<file path="config.mk">
export PLATFORM = sky130hd
export DESIGN_NAME = isee_top
export DESIGN_NICKNAME = d
export VERILOG_FILES = /design/src/include/isee_pkg.sv /design/src/design/isee_mem.sv /design/src/design/isee_sync.sv /design/src/design/isee_top.sv
export SDC_FILE = /design/constraint.sdc
export NUM_CORES = 1
export LEC_CHECK = 0
export ABC_AREA = 1
export BUFFER_PORTS_ARGS = -buffer_cell sky130_fd_sc_hd__buf_2
export CAP_MARGIN = 5
export CORE_UTILIZATION = 29
export CTS_BUF_LIST = sky130_fd_sc_hd__clkbuf_8 sky130_fd_sc_hd__clkbuf_16
export DETAILED_ROUTE_END_ITERATION = 16
export HOLD_SLACK_MARGIN = 0.02
export SKIP_CTS_REPAIR_TIMING = 1
export SLEW_MARGIN = 20
export SYNTH_ARGS = -nofsm -noshare
export SYNTH_HDL_FRONTEND = slang
export SYNTH_SLANG_ARGS = --single-unit
</file>
<file path="constraint.sdc">
create_clock -name clk_sys -period 2.3 [get_ports clk_sys]
set_input_delay 0.345 -clock clk_sys [delete_from_list [all_inputs] [get_ports clk_sys]]
set_output_delay 0.345 -clock clk_sys [all_outputs]
set_load 0.01 [all_outputs]
</file>
<file path="src/include/isee_pkg.sv">
// Constants and types shared by the serial memory slave.
// Assumes a single 125 MHz system clock and a synchronous active-low reset.
package isee_pkg;

  localparam int ISEE_BYTE_W = 8;
  localparam int ISEE_ADDR_W = 7;
  localparam int ISEE_OFS_W = 4;
  localparam int ISEE_PAGE_W = 3;
  localparam int ISEE_MEM_BYTES = 128;
  localparam int ISEE_PAGE_BYTES = 16;
  localparam int ISEE_STRAP_W = 3;

  // Field positions of the address byte
  localparam int ISEE_DIR_BIT = 0;
  localparam int ISEE_SEL_LSB = 1;
  localparam int ISEE_CLASS_LSB = 4;

  // Bit counter marks
  localparam logic [3:0] ISEE_BYTE_DONE = 4'h8;
  localparam logic [3:0] ISEE_LAST_TX = 4'h7;

  // Programming time
  localparam int ISEE_CLK_MHZ = 125;
  localparam int ISEE_T_WR_US = 5000;
  localparam int ISEE_WR_CYC = ISEE_T_WR_US * ISEE_CLK_MHZ;
  localparam int ISEE_BUSY_W = 20;

  // Reset values
  localparam logic ISEE_SDA_OUT_RST = 1'b0;
  localparam logic ISEE_OE_RST = 1'b0;
  localparam logic [ISEE_ADDR_W-1:0] ISEE_ADDR_RST = 7'h00;

  typedef enum logic [2:0] {
    ISEE_IDLE,
    ISEE_DEV,
    ISEE_WORD,
    ISEE_WDATA,
    ISEE_RDATA,
    ISEE_RACK
  } isee_state_t;

  typedef struct packed {
    isee_state_t st;
    logic scl_d;
    logic sda_d;
    logic [3:0] bitcnt;
    logic [ISEE_BYTE_W-1:0] shreg;
    logic [ISEE_ADDR_W-1:0] addr;
    logic ack_ph;
    logic rw;
    logic mack;
    logic wr_pend;
    logic [ISEE_BUSY_W-1:0] busy_cnt;
    logic busy;
    logic sda_out;
    logic sda_oe;
  } isee_regs_t;

endpackage
</file>
<file path="src/design/isee_mem.sv">
// Byte array with a one-page write buffer and a combinational read port.
// Assumes the caller clears the buffer after each commit or abandon.
`timescale 1ns/1ns
`default_nettype none
module isee_mem
  import isee_pkg::*;
#(
  parameter int DEPTH = ISEE_MEM_BYTES,
  parameter int PAGE = ISEE_PAGE_BYTES
) (
  input wire logic clk_sys,
  input wire logic rst_n,
  input wire logic buf_load,
  input wire logic [ISEE_OFS_W-1:0] buf_ofs,
  input wire logic [ISEE_BYTE_W-1:0] buf_byte,
  input wire logic buf_clear,
  input wire logic commit,
  input wire logic [ISEE_PAGE_W-1:0] commit_page,
  input wire logic [ISEE_ADDR_W-1:0] rd_addr,
  output logic [ISEE_BYTE_W-1:0] rd_byte
);

  logic [ISEE_BYTE_W-1:0] mem [DEPTH];
  logic [ISEE_BYTE_W-1:0] pbuf [PAGE];
  logic [PAGE-1:0] pvld_r;

  // Array content is nonvolatile, so reset leaves it alone
  genvar g;
  generate
    for (g = 0; g < PAGE; g++) begin : g_ent
      always_ff @(posedge clk_sys) begin
        if (buf_load && buf_ofs == ISEE_OFS_W'(g)) begin
          pbuf[g] <= buf_byte;
        end
      end
    end
  endgenerate

  // One process owns the array; only buffered offsets are written
  always_ff @(posedge clk_sys) begin
    if (commit) begin
      for (int i = 0; i < PAGE; i++) begin
        if (pvld_r[i]) begin
          mem[{commit_page, ISEE_OFS_W'(i)}] <= pbuf[i];
        end
      end
    end
  end

  // Later bytes to one offset simply replace earlier ones
  always_ff @(posedge clk_sys) begin
    if (!rst_n || buf_clear) begin
      pvld_r <= '0;
    end else if (buf_load) begin
      pvld_r[buf_ofs] <= 1'b1;
    end
  end

  assign rd_byte = mem[rd_addr];

endmodule
`default_nettype wire

</file>
<file path="src/design/isee_sync.sv">
// Two-stage synchroniser for a group of asynchronous pins.
// Assumes inputs may change at any time relative to clk_sys.
`timescale 1ns/1ns
`default_nettype none
module isee_sync #(
  parameter int W = 6,
  parameter logic [W-1:0] RST_VAL = '0
) (
  input wire logic clk_sys,
  input wire logic rst_n,
  input wire logic [W-1:0] async_in,
  output logic [W-1:0] sync_out
);

  typedef struct packed {
    logic [W-1:0] s1;
    logic [W-1:0] s2;
  } isee_sync_t;

  isee_sync_t r, n;

  always_comb begin
    n = r;
    n.s1 = async_in;
    n.s2 = r.s1;
  end

  // Resets to each pin's idle level, so no false edge follows reset
  always_ff @(posedge clk_sys) begin
    if (!rst_n) begin
      r <= '{s1: RST_VAL, s2: RST_VAL};
    end else begin
      r <= n;
    end
  end

  assign sync_out = r.s2;

endmodule
`default_nettype wire

</file>
<file path="src/design/isee_top.sv">
// What this block does
// Reset puts the slave in standby
// Sample on SCL rise, launch on fall
// Three straps set the select code
// Write protect high blocks all writes
// Drive low for zero, release for one
// Master starts only on idle bus
// SDA change with SCL high is event
// START is SDA fall, SCL high
// STOP programs after write, else standby
// Address byte: class, select, direction
// Acknowledge address, word address, write data
// Release SDA in read ninth clock
// Byte write acknowledges three bytes
// No address acknowledge while programming
// 128 bytes, sixteen-byte pages
// Write counter wraps inside page
// Immediate read starts at held counter
// Dummy write loads counter for selective read
// Keep sending while master acknowledges
// Read counter wraps over whole array
// Programming is timed busy interval
//
// Serial memory slave top: pins in, open-drain data out.
// Assumes scl_i/sda_i are the resolved wire levels, pulled up off chip.
`timescale 1ns/1ns
`default_nettype none
module isee_top
  import isee_pkg::*;
#(
  // Arbitrary class prefix, not a real part code
  parameter logic [3:0] CLASS_PREFIX = 4'h6,
  parameter int WR_CYCLES = ISEE_WR_CYC
) (
  input wire logic clk_sys,
  input wire logic rst_n,
  input wire logic scl_i,
  input wire logic sda_i,
  output logic sda_o,
  output logic sda_oe,
  input wire logic select_strap_bit0,
  input wire logic select_strap_bit1,
  input wire logic select_strap_bit2,
  input wire logic write_protect_i,
  output logic write_busy
);

  isee_regs_t r, n;

  logic [5:0] pins_sync;
  logic scl;
  logic sda;
  logic [ISEE_STRAP_W-1:0] straps;
  logic wp;

  logic start_ev;
  logic stop_ev;
  logic scl_rise;
  logic scl_fall;

  logic buf_load;
  logic buf_clear;
  logic commit;
  logic [ISEE_BYTE_W-1:0] rd_byte;

  // Every pin crosses into clk_sys before use
  // Bus pins idle high, straps and protect idle low
  isee_sync #(
    .W(6),
    .RST_VAL(6'h03)
  ) u_sync (
    .clk_sys(clk_sys),
    .rst_n(rst_n),
    .async_in({write_protect_i, select_strap_bit2, select_strap_bit1,
               select_strap_bit0, sda_i, scl_i}),
    .sync_out(pins_sync)
  );

  assign scl = pins_sync[0];
  assign sda = pins_sync[1];
  assign straps = pins_sync[4:2];
  assign wp = pins_sync[5];

  // Edges seen against the last sampled levels
  assign scl_rise = scl && !r.scl_d;
  assign scl_fall = !scl && r.scl_d;
  assign start_ev = scl && r.scl_d && r.sda_d && !sda;
  assign stop_ev = scl && r.scl_d && !r.sda_d && sda;

  isee_mem u_mem (
    .clk_sys(clk_sys),
    .rst_n(rst_n),
    .buf_load(buf_load),
    .buf_ofs(r.addr[ISEE_OFS_W-1:0]),
    .buf_byte(r.shreg),
    .buf_clear(buf_clear),
    .commit(commit),
    .commit_page(r.addr[ISEE_ADDR_W-1:ISEE_OFS_W]),
    .rd_addr(r.addr),
    .rd_byte(rd_byte)
  );

  function automatic logic addr_match(input logic [ISEE_BYTE_W-1:0] b,
                                      input logic [ISEE_STRAP_W-1:0] s);
    addr_match = (b[ISEE_BYTE_W-1:ISEE_CLASS_LSB] == CLASS_PREFIX) &&
                 (b[ISEE_CLASS_LSB-1:ISEE_SEL_LSB] == s);
  endfunction

  // Every field named, so a new field cannot slip past reset
  function automatic isee_regs_t reset_regs();
    isee_regs_t v;
    v = '0;
    v.st = ISEE_IDLE;
    v.scl_d = 1'b1;
    v.sda_d = 1'b1;
    v.bitcnt = '0;
    v.shreg = '0;
    v.addr = ISEE_ADDR_RST;
    v.ack_ph = 1'b0;
    v.rw = 1'b0;
    v.mack = 1'b0;
    v.wr_pend = 1'b0;
    v.busy_cnt = '0;
    v.busy = 1'b0;
    v.sda_out = ISEE_SDA_OUT_RST;
    v.sda_oe = ISEE_OE_RST;
    reset_regs = v;
  endfunction

  // Load a byte for sending; bit 7 goes out with the load
  function automatic isee_regs_t launch_byte(input isee_regs_t s,
                                             input logic [ISEE_BYTE_W-1:0] b);
    isee_regs_t v;
    v = s;
    v.st = ISEE_RDATA;
    v.bitcnt = '0;
    v.shreg = b;
    v.sda_oe = !b[ISEE_BYTE_W-1];
    // Counter moves on as the byte leaves, over the whole array
    v.addr = s.addr + 7'h01;
    launch_byte = v;
  endfunction

  always_comb begin
    n = r;
    buf_load = 1'b0;
    buf_clear = 1'b0;
    commit = 1'b0;

    n.scl_d = scl;
    n.sda_d = sda;

    // Programming timer runs down on its own
    if (r.busy_cnt != '0) begin
      n.busy_cnt = r.busy_cnt - ISEE_BUSY_W'(1);
    end

    if (stop_ev) begin
      n.st = ISEE_IDLE;
      n.sda_oe = 1'b0;
      n.ack_ph = 1'b0;
      n.bitcnt = '0;
      if (r.wr_pend) begin
        // Protected writes still spend the busy time, but store nothing
        commit = !wp;
        n.busy_cnt = ISEE_BUSY_W'(WR_CYCLES);
        buf_clear = 1'b1;
        n.wr_pend = 1'b0;
      end
    end else if (start_ev) begin
      // A repeated start abandons bytes not yet committed
      n.st = ISEE_DEV;
      n.sda_oe = 1'b0;
      n.ack_ph = 1'b0;
      n.bitcnt = '0;
      if (r.wr_pend) begin
        buf_clear = 1'b1;
        n.wr_pend = 1'b0;
      end
    end else begin
      unique case (r.st)
        ISEE_IDLE: begin
          // Bus is ignored until a start is seen
          n.sda_oe = 1'b0;
        end

        ISEE_DEV, ISEE_WORD, ISEE_WDATA: begin
          if (scl_rise && !r.ack_ph) begin
            n.shreg = {r.shreg[ISEE_BYTE_W-2:0], sda};
            n.bitcnt = r.bitcnt + 4'h1;
          end else if (scl_fall && r.ack_ph) begin
            // Ninth clock over: let go and move on
            n.ack_ph = 1'b0;
            n.sda_oe = 1'b0;
            n.bitcnt = '0;
            unique case (r.st)
              ISEE_DEV: begin
                if (r.rw) begin
                  n = launch_byte(n, rd_byte);
                end else begin
                  n.st = ISEE_WORD;
                end
              end
              ISEE_WORD: n.st = ISEE_WDATA;
              ISEE_WDATA: n.st = ISEE_WDATA;
              ISEE_IDLE, ISEE_RDATA, ISEE_RACK: n.st = ISEE_IDLE;
            endcase
          end else if (scl_fall && r.bitcnt == ISEE_BYTE_DONE) begin
            unique case (r.st)
              ISEE_DEV: begin
                if (addr_match(r.shreg, straps) && !r.busy) begin
                  n.rw = r.shreg[ISEE_DIR_BIT];
                  n.ack_ph = 1'b1;
                  n.sda_oe = 1'b1;
                end else begin
                  n.st = ISEE_IDLE;
                  n.bitcnt = '0;
                end
              end
              ISEE_WORD: begin
                // Top address bit is beyond the array and dropped
                n.addr = r.shreg[ISEE_ADDR_W-1:0];
                n.ack_ph = 1'b1;
                n.sda_oe = 1'b1;
              end
              ISEE_WDATA: begin
                buf_load = 1'b1;
                n.wr_pend = 1'b1;
                n.addr = {r.addr[ISEE_ADDR_W-1:ISEE_OFS_W],
                          r.addr[ISEE_OFS_W-1:0] + 4'h1};
                n.ack_ph = 1'b1;
                n.sda_oe = 1'b1;
              end
              ISEE_IDLE, ISEE_RDATA, ISEE_RACK: n.st = ISEE_IDLE;
            endcase
          end
        end

        ISEE_RDATA: begin
          if (scl_fall) begin
            if (r.bitcnt != ISEE_LAST_TX) begin
              n.bitcnt = r.bitcnt + 4'h1;
              n.shreg = {r.shreg[ISEE_BYTE_W-2:0], 1'b0};
              n.sda_oe = !r.shreg[ISEE_BYTE_W-2];
            end else begin
              n.sda_oe = 1'b0;
              n.st = ISEE_RACK;
            end
          end
        end

        ISEE_RACK: begin
          if (scl_rise) begin
            n.mack = !sda;
          end else if (scl_fall) begin
            if (r.mack) begin
              n = launch_byte(n, rd_byte);
            end else begin
              // Master withheld its acknowledge: go idle until the next start
              n.st = ISEE_IDLE;
            end
          end
        end
      endcase
    end

    n.busy = (n.busy_cnt != '0);
    n.sda_out = ISEE_SDA_OUT_RST;
  end

  always_ff @(posedge clk_sys) begin
    if (!rst_n) begin
      // Power-on and brown-out both land here
      r <= reset_regs();
    end else begin
      r <= n;
    end
  end

  assign sda_o = r.sda_out;
  assign sda_oe = r.sda_oe;
  assign write_busy = r.busy;

endmodule
`default_nettype wire

</file>
# Word level (Yosys, flattened, before mapping)
# Memories as Yosys holds them, arrays and structs flattened.
# Cells that the tools add are included.
# word_totals
reg_bits	79
ram_bits	1152
out_inout_bits	3
mem_count	2
# mem_list
name	depth	word_bits	rd	rd_ports_with_merged_regs	wr	line_no	text
u_mem.mem	128	8	1	0	16	isee_mem.sv:23	logic [ISEE_BYTE_W-1:0] mem [DEPTH];
u_mem.pbuf	16	8	16	0	1	isee_mem.sv:24	logic [ISEE_BYTE_W-1:0] pbuf [PAGE];
# classes
addsub	4
magnitude_cmp	2
n_eq_ne	59
mux	195
bitwise	7
n_reduce_logical	85
# op_table
cell	count
$mux 8	16
$mux 1	121
$reduce_or 8->1	15
$mux 42	2
$mux 4	19
$pmux 33 s2	1
$mux 51	1
$ne 3x3->1 const B	17
$mux 46	1
$mux 22	2
$mux 20	2
$reduce_bool 20->1	2
$eq 4x4->1 const B	9
$mux 12	3
$pmux 12 s3	1
$mux 34	1
$ne 4x4->1 const B	8
$logic_and 1x1->1	29
$reduce_and 9->1	3
$mux 26	1
$mux 24	1
$reduce_and 11->1	2
$mux 21	1
$mux 3	7
41 further kinds	87

# Depth between registers and ports, before layout
# Gate-level depths: netlist of the first run.
# depth
depth_word	28
mapped_depth	15

# Modules after synthesis
# A second synthesis of the first run with hierarchy kept.
# hier_totals
hier_cells	4321
hier_area_um2	50133.1
# by_module_without_submodules
module	n_inst	cells_each	area_each_um2	seq_area_each_um2
isee_mem	1	3756	46388.2	34913.5
isee_top	1	528	3403.3	1001.0
isee_sync	1	37	341.6	240.2

# Worst setup path before layout of the first run
# No wires, ideal clock.
# synth_path
path_kind	register to register
from	register r[47] (netlist bit)
to	memory u_mem.mem[112][0] (enable)
setup_time_ps	370
t_arrival_ps	1995
required_ps	1930
slack_ps	-66
stages_incl_launch_ff	11
path_buffers	1
synth_period_minus_slack_ps	2366
path_cell_list	dfxtp_1 -> ha_1 -> inv_1 -> nor3_4 -> inv_1 -> nor2_2 -> inv_1 -> nor2_2 -> buf_4 -> nand2_2 -> nor2_1
# synth_lines
element	line_no	text
from (decl)	isee_top.sv:48	isee_regs_t r, n;
from (signal assigned)	isee_top.sv:274	r <= reset_regs();
from (signal assigned)	isee_top.sv:276	r <= n;
to (decl)	isee_mem.sv:23	

==> metrics.yaml, run 1 <==
antenna_found_initial: 6
p_leak_nw: 22.3
rows: 150
design.core.area_sq_mm: 0.167
critPathMaxStageDelay_ps: 340
fin_cells: 6894
fin_hold_ws_ps: 36.3
routedWlPerCell_um: 26.9
cts_tree: "done"
path_clk_slew_ps: 60
max_slew_margin_pct: 54.5
syn-num-nets: 4025
fin_crit_ps: 2510
via_per_inst: 5.24
setup_slack_ps: -214
hp-start: "rst_n"
routed_wl_um: 185000
drc: 0
drt_first_pass_iters: 8
dieArea_sq_mm: 0.170
slowest_stage: "dfxtp_2"
die_y_um: 412
reg2reg_from: "r[47]"
grt_setup_unrepaired: "yes"
synth_area_per_cell_sq_um: 12.2
synth_top_family_by_area: "simple AND/OR/NAND/NOR gates"
async_reset_ff_share_pct: 0
path_class: "flip-flop to flip-flop"
cts_sinks: 1230
synth_seq_area_share_pct: 74.1
fmax_mhz: 398
start_util_pct: 29.2
synthTopCellsByArea: "edfxtp_1 (71%), nor2_1 (5.8%), o21ai_0 (5.4%)"
start_kind: "flip-flop"
ios: 11
grt_use_total_pct: 20.8
diodes: 0
r2r-end: "u_mem.mem[29][0]"
yosysWarnings: 0
maxCapViolCount: 0
power_mw: 63.8
drive_gt1_share_pct: 22.2
syn2layout_area_growth_pct: 26.8
whs_path_depth: 3
syn_area_sq_mm: 0.0488
min_to: "r[47]"
finalCritPeriodShare_pct: 109
grt_max_degree: 67
syn_inst: 4007
htree_levels: 4
reg2regPathDepth: 13
finalHoldViolCount: 0
gr-total-overflow: 0
cts_buffers: 132
clockRootBuffer: "clkbuf_16"
synth-compound-area-share_pct: 9.48
synth_edf_count: 1152
synth_xor_area_share_pct: 0.287
worstMarginPinSlew_ps: 681
crit_chain: "buf_6 > ha_4 > inv_2 > nor3_4 > inv_2 > nor2_4 > inv_2 > nor2_4 > buf_12 > buf_12 > nand2_8 > nor2_4 > buf_6"
yosysTopAreaCellShare_pct: 70.9
p_per_area_mw_per_mm2: 1030
synth_fa_ha_area_share_pct: 0.257
ir_drop_mv: 0.774
insertion_delay_ps: 760
synth_cell_types: 43
gp_congestion: 0.997
status: "finished with violations"
synth-simple-area-share_pct: 12.5
die_w_um: 412
muxShareOfSynthArea_pct: 0
portBuffers: 9
ys_ff_latch: 1230
synth_top_cell_by_area: "edfxtp_1"
violations: "negative setup slack"
dr.first_iter.drc_count: 5457
finalSetupTns_ps: -86630
rrSetupSlack_ps: -210
n_fill_cell: 16000
path_max_fanout: 8
dp.cells: 6611
setup_violations: 977
ys.flop_type: "edfxtp_1"
grt_first_pass_wirelength_um: 250000
via_count: 36100
nNetsFinal: 4605
end_kind: "flip-flop"
slew_violations: 0
cts_max_path_buffers: 3
drt.antenna.violating_nets: 0
skew_ps: 30.9
crit_required_ps: 2770
hold_class: "primary input to flip-flop"
grt_pass1_vias: 33400
fin_util_pct: 37.0
dp_hpwl_um: 128000
cp_data_arrival_time_ps: 2980
[layout make-up]
cell class	instances	area, sq um	area share [%]
Sequential cell	1230	36200	58.5
Clock inverter	91	858	1.39
Multi-Input combinational cell	2407	11700	19.0
Timing Repair inverter	1	8.76	0.0142
Clock buffer	146	3540	5.73
Inverter	155	617	0.998
Timing Repair Buffer	660	6160	9.97
Tap cell	2204	2760	4.46
[per-stage QoR]
stage                     instance area [sq um]  worst slack (ps)
after global placement                    55700              -443
after floorplan                           48800             -65.5
final                                     61800              -214
after detailed placement                  55700              -364
after CTS                                 60100              -382
after global routing                      61800              -292
[flip-flops by register name (all words and copies together) (netlist names)]
signal,cells
u_mem.mem,1024
u_mem.pbuf,128
r,48
u_mem.pvld_r,16
u_sync.n,6
u_sync.sync_out,6
sda_oe,1
write_busy,1
[synth_stat cells (9+ instances only)]
master,n
clkbuf_1,114
buf_2,54
a21oi_1,57
edfxtp_1,1152
o21ba_2,16
o21ai_0,522
nand2_2,11
ha_1,10
buf_4,28
xor2_1,14
nand2_1,619
buf_6,10
buf_1,9
o22ai_1,199
nor2_1,755
inv_1,147
nand3_1,68
nor3_1,18
dfxtp_1,78
nand4_1,40
o21ai_1,30
[how the worst max path moves through the flow]
stage,start,to,slack [ps],depth (start not counted)
3_5_place_dp,r[47],u_mem.mem[29][6],-360,12
6_report,r[47],u_mem.mem[29][0],-210,13
3_3_place_gp,u_sync.sync_out[0],u_mem.pbuf[1][29],-440,15
2_1_floorplan,r[47],u_mem.mem[112][0],-70,10
5_1_grt,r[47],u_mem.mem[29][5],-290,13
4_1_cts,r[47],u_mem.mem[29][1],-380,12
[worst max-delay path, delay by kind of cell, from the launching register on]
| kind | cells | cell delay, ps |
|---|---|---|
| buffers and inverters | 7 | 870 |
| AND/OR/NAND/NOR | 5 | 890 |
| flip-flops | 1 | 340 |
| adder cells (fa/ha/maj) | 1 | 130 |
[power by group]
group / switching (mW) / leakage [nW] / total, mW / internal [mW]
clock: 9.10 / 2.20 / 21.7 / 12.6
combinational: 11.4 / 9.11 / 17.2 / 5.83
sequential: 0.249 / 11.0 / 24.9 / 24.6
total: 20.8 / 22.3 / 63.8 / 43.0
[metal layers]
layer | global-route usage (%) | vias to the layer above | wire (um)
met5 | 0 | - | 9
met2 | 32.1 | 2390 | 82600
li1 | - | 15400 | -
met1 | 28.2 | 17800 | 72300
met3 | 4.22 | 461 | 20700
met4 | 9.20 | 2 | 9950
[cell families (layout without fill, tap and decap cells)]
group / after synthesis / count (layout)
DFF: 1230 / 1230
adders and majority gates: 10 / 10
AOI/OAI and AO/OA: 847 / 847
other: 1 / 1
buffers and inverters: 370 / 1053
xor gates and xnor gates: 16 / 16
and+or+nand+nor: 1533 / 1533
[cell usage in the layout, fill, tap and decap left out, types with 14 or more instances in the layout]
cell type,instances
inv_1,151
a21oi_1,55
nor2_2,42
nor3_1,18
nand2_2,15
nand4_1,40
nor2_4,48
o21ai_1,47
clkbuf_16,144
o21ba_2,15
clkinv_2,16
nor2_1,672
o22ai_1,188
buf_12,51
clkinv_1,26
xor2_1,14
buf_4,506
edfxtp_1,1152
o21ai_0,504
buf_6,67
nand3_1,67
nand2_1,597
dfxtp_1,74
Note: power is estimated with default switching activity, not from simulation.
==> inputs of run 2 (changes only) <==
==> constraint.sdc (replaced) <==
create_clock -name clk_sys -period 2.3 [get_ports clk_sys]
set_input_delay 0.23 -clock clk_sys [delete_from_list [all_inputs] [get_ports clk_sys]]
set_output_delay 0.23 -clock clk_sys [all_outputs]
set_load 0.01 [all_outputs]
==> metrics.yaml, run 2 (synthesis results as in run 1) <==
start_util_pct: 29.2  # unchanged
syn2layout_area_growth_pct: 29.6
finalSetupTns_ps: -56090  # +30540 ps
grt_max_degree: 67  # unchanged
cp_data_arrival_time_ps: 3210  # +230 ps
gp_congestion: 0.998  # +0.13%
via_per_inst: 5.28  # +0.73%
routedWlPerCell_um: 27.1  # +0.62%
die_y_um: 412  # unchanged
setup_violations: 875  # -10%
finalInstanceArea_sq_mm: 0.0632  # +2.2%
slowest_stage: "dfxtp_4"
end_kind: "flip-flop"
reg.largest.list: "u_mem.mem (1024), u_mem.pbuf (128), r (48)"
grt_use_total_pct: 20.6  # -0.22 points
finalHoldViolCount: 0  # unchanged
ios: 11  # unchanged
path_clk_slew_ps: 70  # about the same
grt_setup_unrepaired: "yes"
final_cell_mix: "edfxtp_1 (1152), nor2_1 (597), nand2_1 (589), o21ai_0 (478), buf_4 (316)"
layout_commonest_cell: "edfxtp_1"
ir_drop_mv: 0.646  # -16%
cpMostUsedCell: "nand2_1"
drive_gt1_share_pct: 24.1  # +1.8 points
via_count: 36400  # +0.87%
crit_chain: "clkinv_8 > buf_16 > buf_12 > o21ai_0 > nand2_1 > nand2_1 > nand2_1 > o21ai_1 > nand2_1 > nor2_4 > nand3_1 > nand3_1 > nand2_1 > a21oi_1"
hold_class: "primary input to flip-flop"
fin_hold_ws_ps: 241  # +205 ps
portBuffers: 9  # unchanged
fin_crit_ps: 2550  # +36.5 ps
clockRootBuffer: "clkbuf_16"
violations: "negative setup slack"
start_kind: "flip-flop"
antenna_found_initial: 2  # -4
grt_first_pass_wirelength_um: 248000  # -0.89%
cts_buffers: 121  # -8.3%
cts_tree: "done"
rows: 150  # unchanged
p_per_area_mw_per_mm2: 982  # -4.8%
path_max_fanout: 37  # +29
fmax_mhz: 392  # -1.4%
nNetsFinal: 4613  # +0.17%
maxCapViolCount: 0  # unchanged
placed_area_sq_mm: 0.0557  # about the same
path_class: "flip-flop to flip-flop"
largest_register_ffs: 1024  # unchanged
crit_required_ps: 2960  # +190 ps
slew_violations: 0  # unchanged
dr.first_iter.drc_count: 5667  # +3.8%
htree_levels: 3  # -1
design.core.area_sq_mm: 0.167  # unchanged
die_w_um: 412  # unchanged
status: "finished with violations"
dp_hpwl_um: 128000  # -0.37%
drt_first_pass_iters: 6  # -2
finalCritPeriodShare_pct: 111  # +1.6 points
grt_pass1_vias: 33000  # -1.1%
cts_sinks: 1230  # unchanged
critPathMaxStageDelay_ps: 450  # +110 ps
dieArea_sq_mm: 0.170  # unchanged
cts_max_path_buffers: 3  # unchanged
top_register: "u_mem.mem"
drc: 0  # unchanged
gr-total-overflow: 0  # unchanged
preCtsSetupSlack_ps: -308  # +55.9 ps
worstMarginPinSlew_ps: 550  # -131 ps
insertion_delay_ps: 740  # -20 ps
skew_ps: 41.6  # +10.8 ps
p_leak_nw: 22.2  # -0.51%
power_mw: 62.0  # -2.8%
setup_slack_ps: -250  # -36.5 ps
max_slew_margin_pct: 63.3  # +8.8 points
routed_wl_um: 187000  # +0.77%
drt.antenna.violating_nets: 0  # unchanged
-- run 2: changes by cell type in the layout (fill, tap and decap cells not counted), moves of 17 or more --
cell     change
buf_4      -190
buf_6      +183
nor2_4     +100
nor2_1      -75
o21ai_0     -26
nor2_2      -25
o21ai_1     +23
buf_8       +17
-- run 2: critical path, delay by kind of cell, from the launching register on --
kind,cells,cell delay [ps]
DFF,1,450
and+or+nand+nor,8,890
AOI/OAI and AO/OA,3,600
buffers and inverters,3,520
-- run 2: path summary, 6_finish.rpt --
| path | startpoint | to | slack [ps] | cells after the start |
|---|---|---|---|---|
| min | scl_i | u_sync.n[0] | 240 | 3 |
| max reg2reg | r[27] | sda_oe | -250 | 14 |
| min reg2reg | u_sync.n[1] | u_sync.sync_out[1] | 410 | 1 |
| max | r[27] | sda_oe | -250 | 14 |
-- run 2: final cells by class --
type,instances,area [sq um]
inverter,155,618
clock inverter,99,752
multi-input combinational,2407,12600
tap,2204,2760
clock buffer,126,3110
timing repair inverter,2,17.5
fill,15800,104000
timing repair buffer,678,7180
antenna,3,7.51
sequential,1230,36200
-- run 2: stage by stage --
stage / std cells / util [%]
2_1_floorplan: 4007 / -
5_1_grt: 6901 / 37.8
3_5_place_dp: 6610 / 33.3
3_3_place_gp: 6610 / 33.3
6_report: 6904 / 37.8
4_1_cts: 6835 / 35.7
-- run 2: report_power, final --
part	switching [mW]	internal [mW]	total (mW)	leakage (nW)
registers	0.255	24.6	24.9	11.0
logic	11.7	6.01	17.7	9.21
clock network	8.69	10.8	19.5	1.99
total	20.6	41.4	62.0	22.2
-- run 2: metal layers --
layer | up-vias | global-route usage (%) | wire, um
met3 | 419 | 4.06 | 21200
met1 | 18000 | 28.1 | 72300
met2 | 2524 | 32.0 | 84200
li1 | 15500 | - | -
met4 | 0 | 8.21 | 9090
met5 | - | 0 | 0
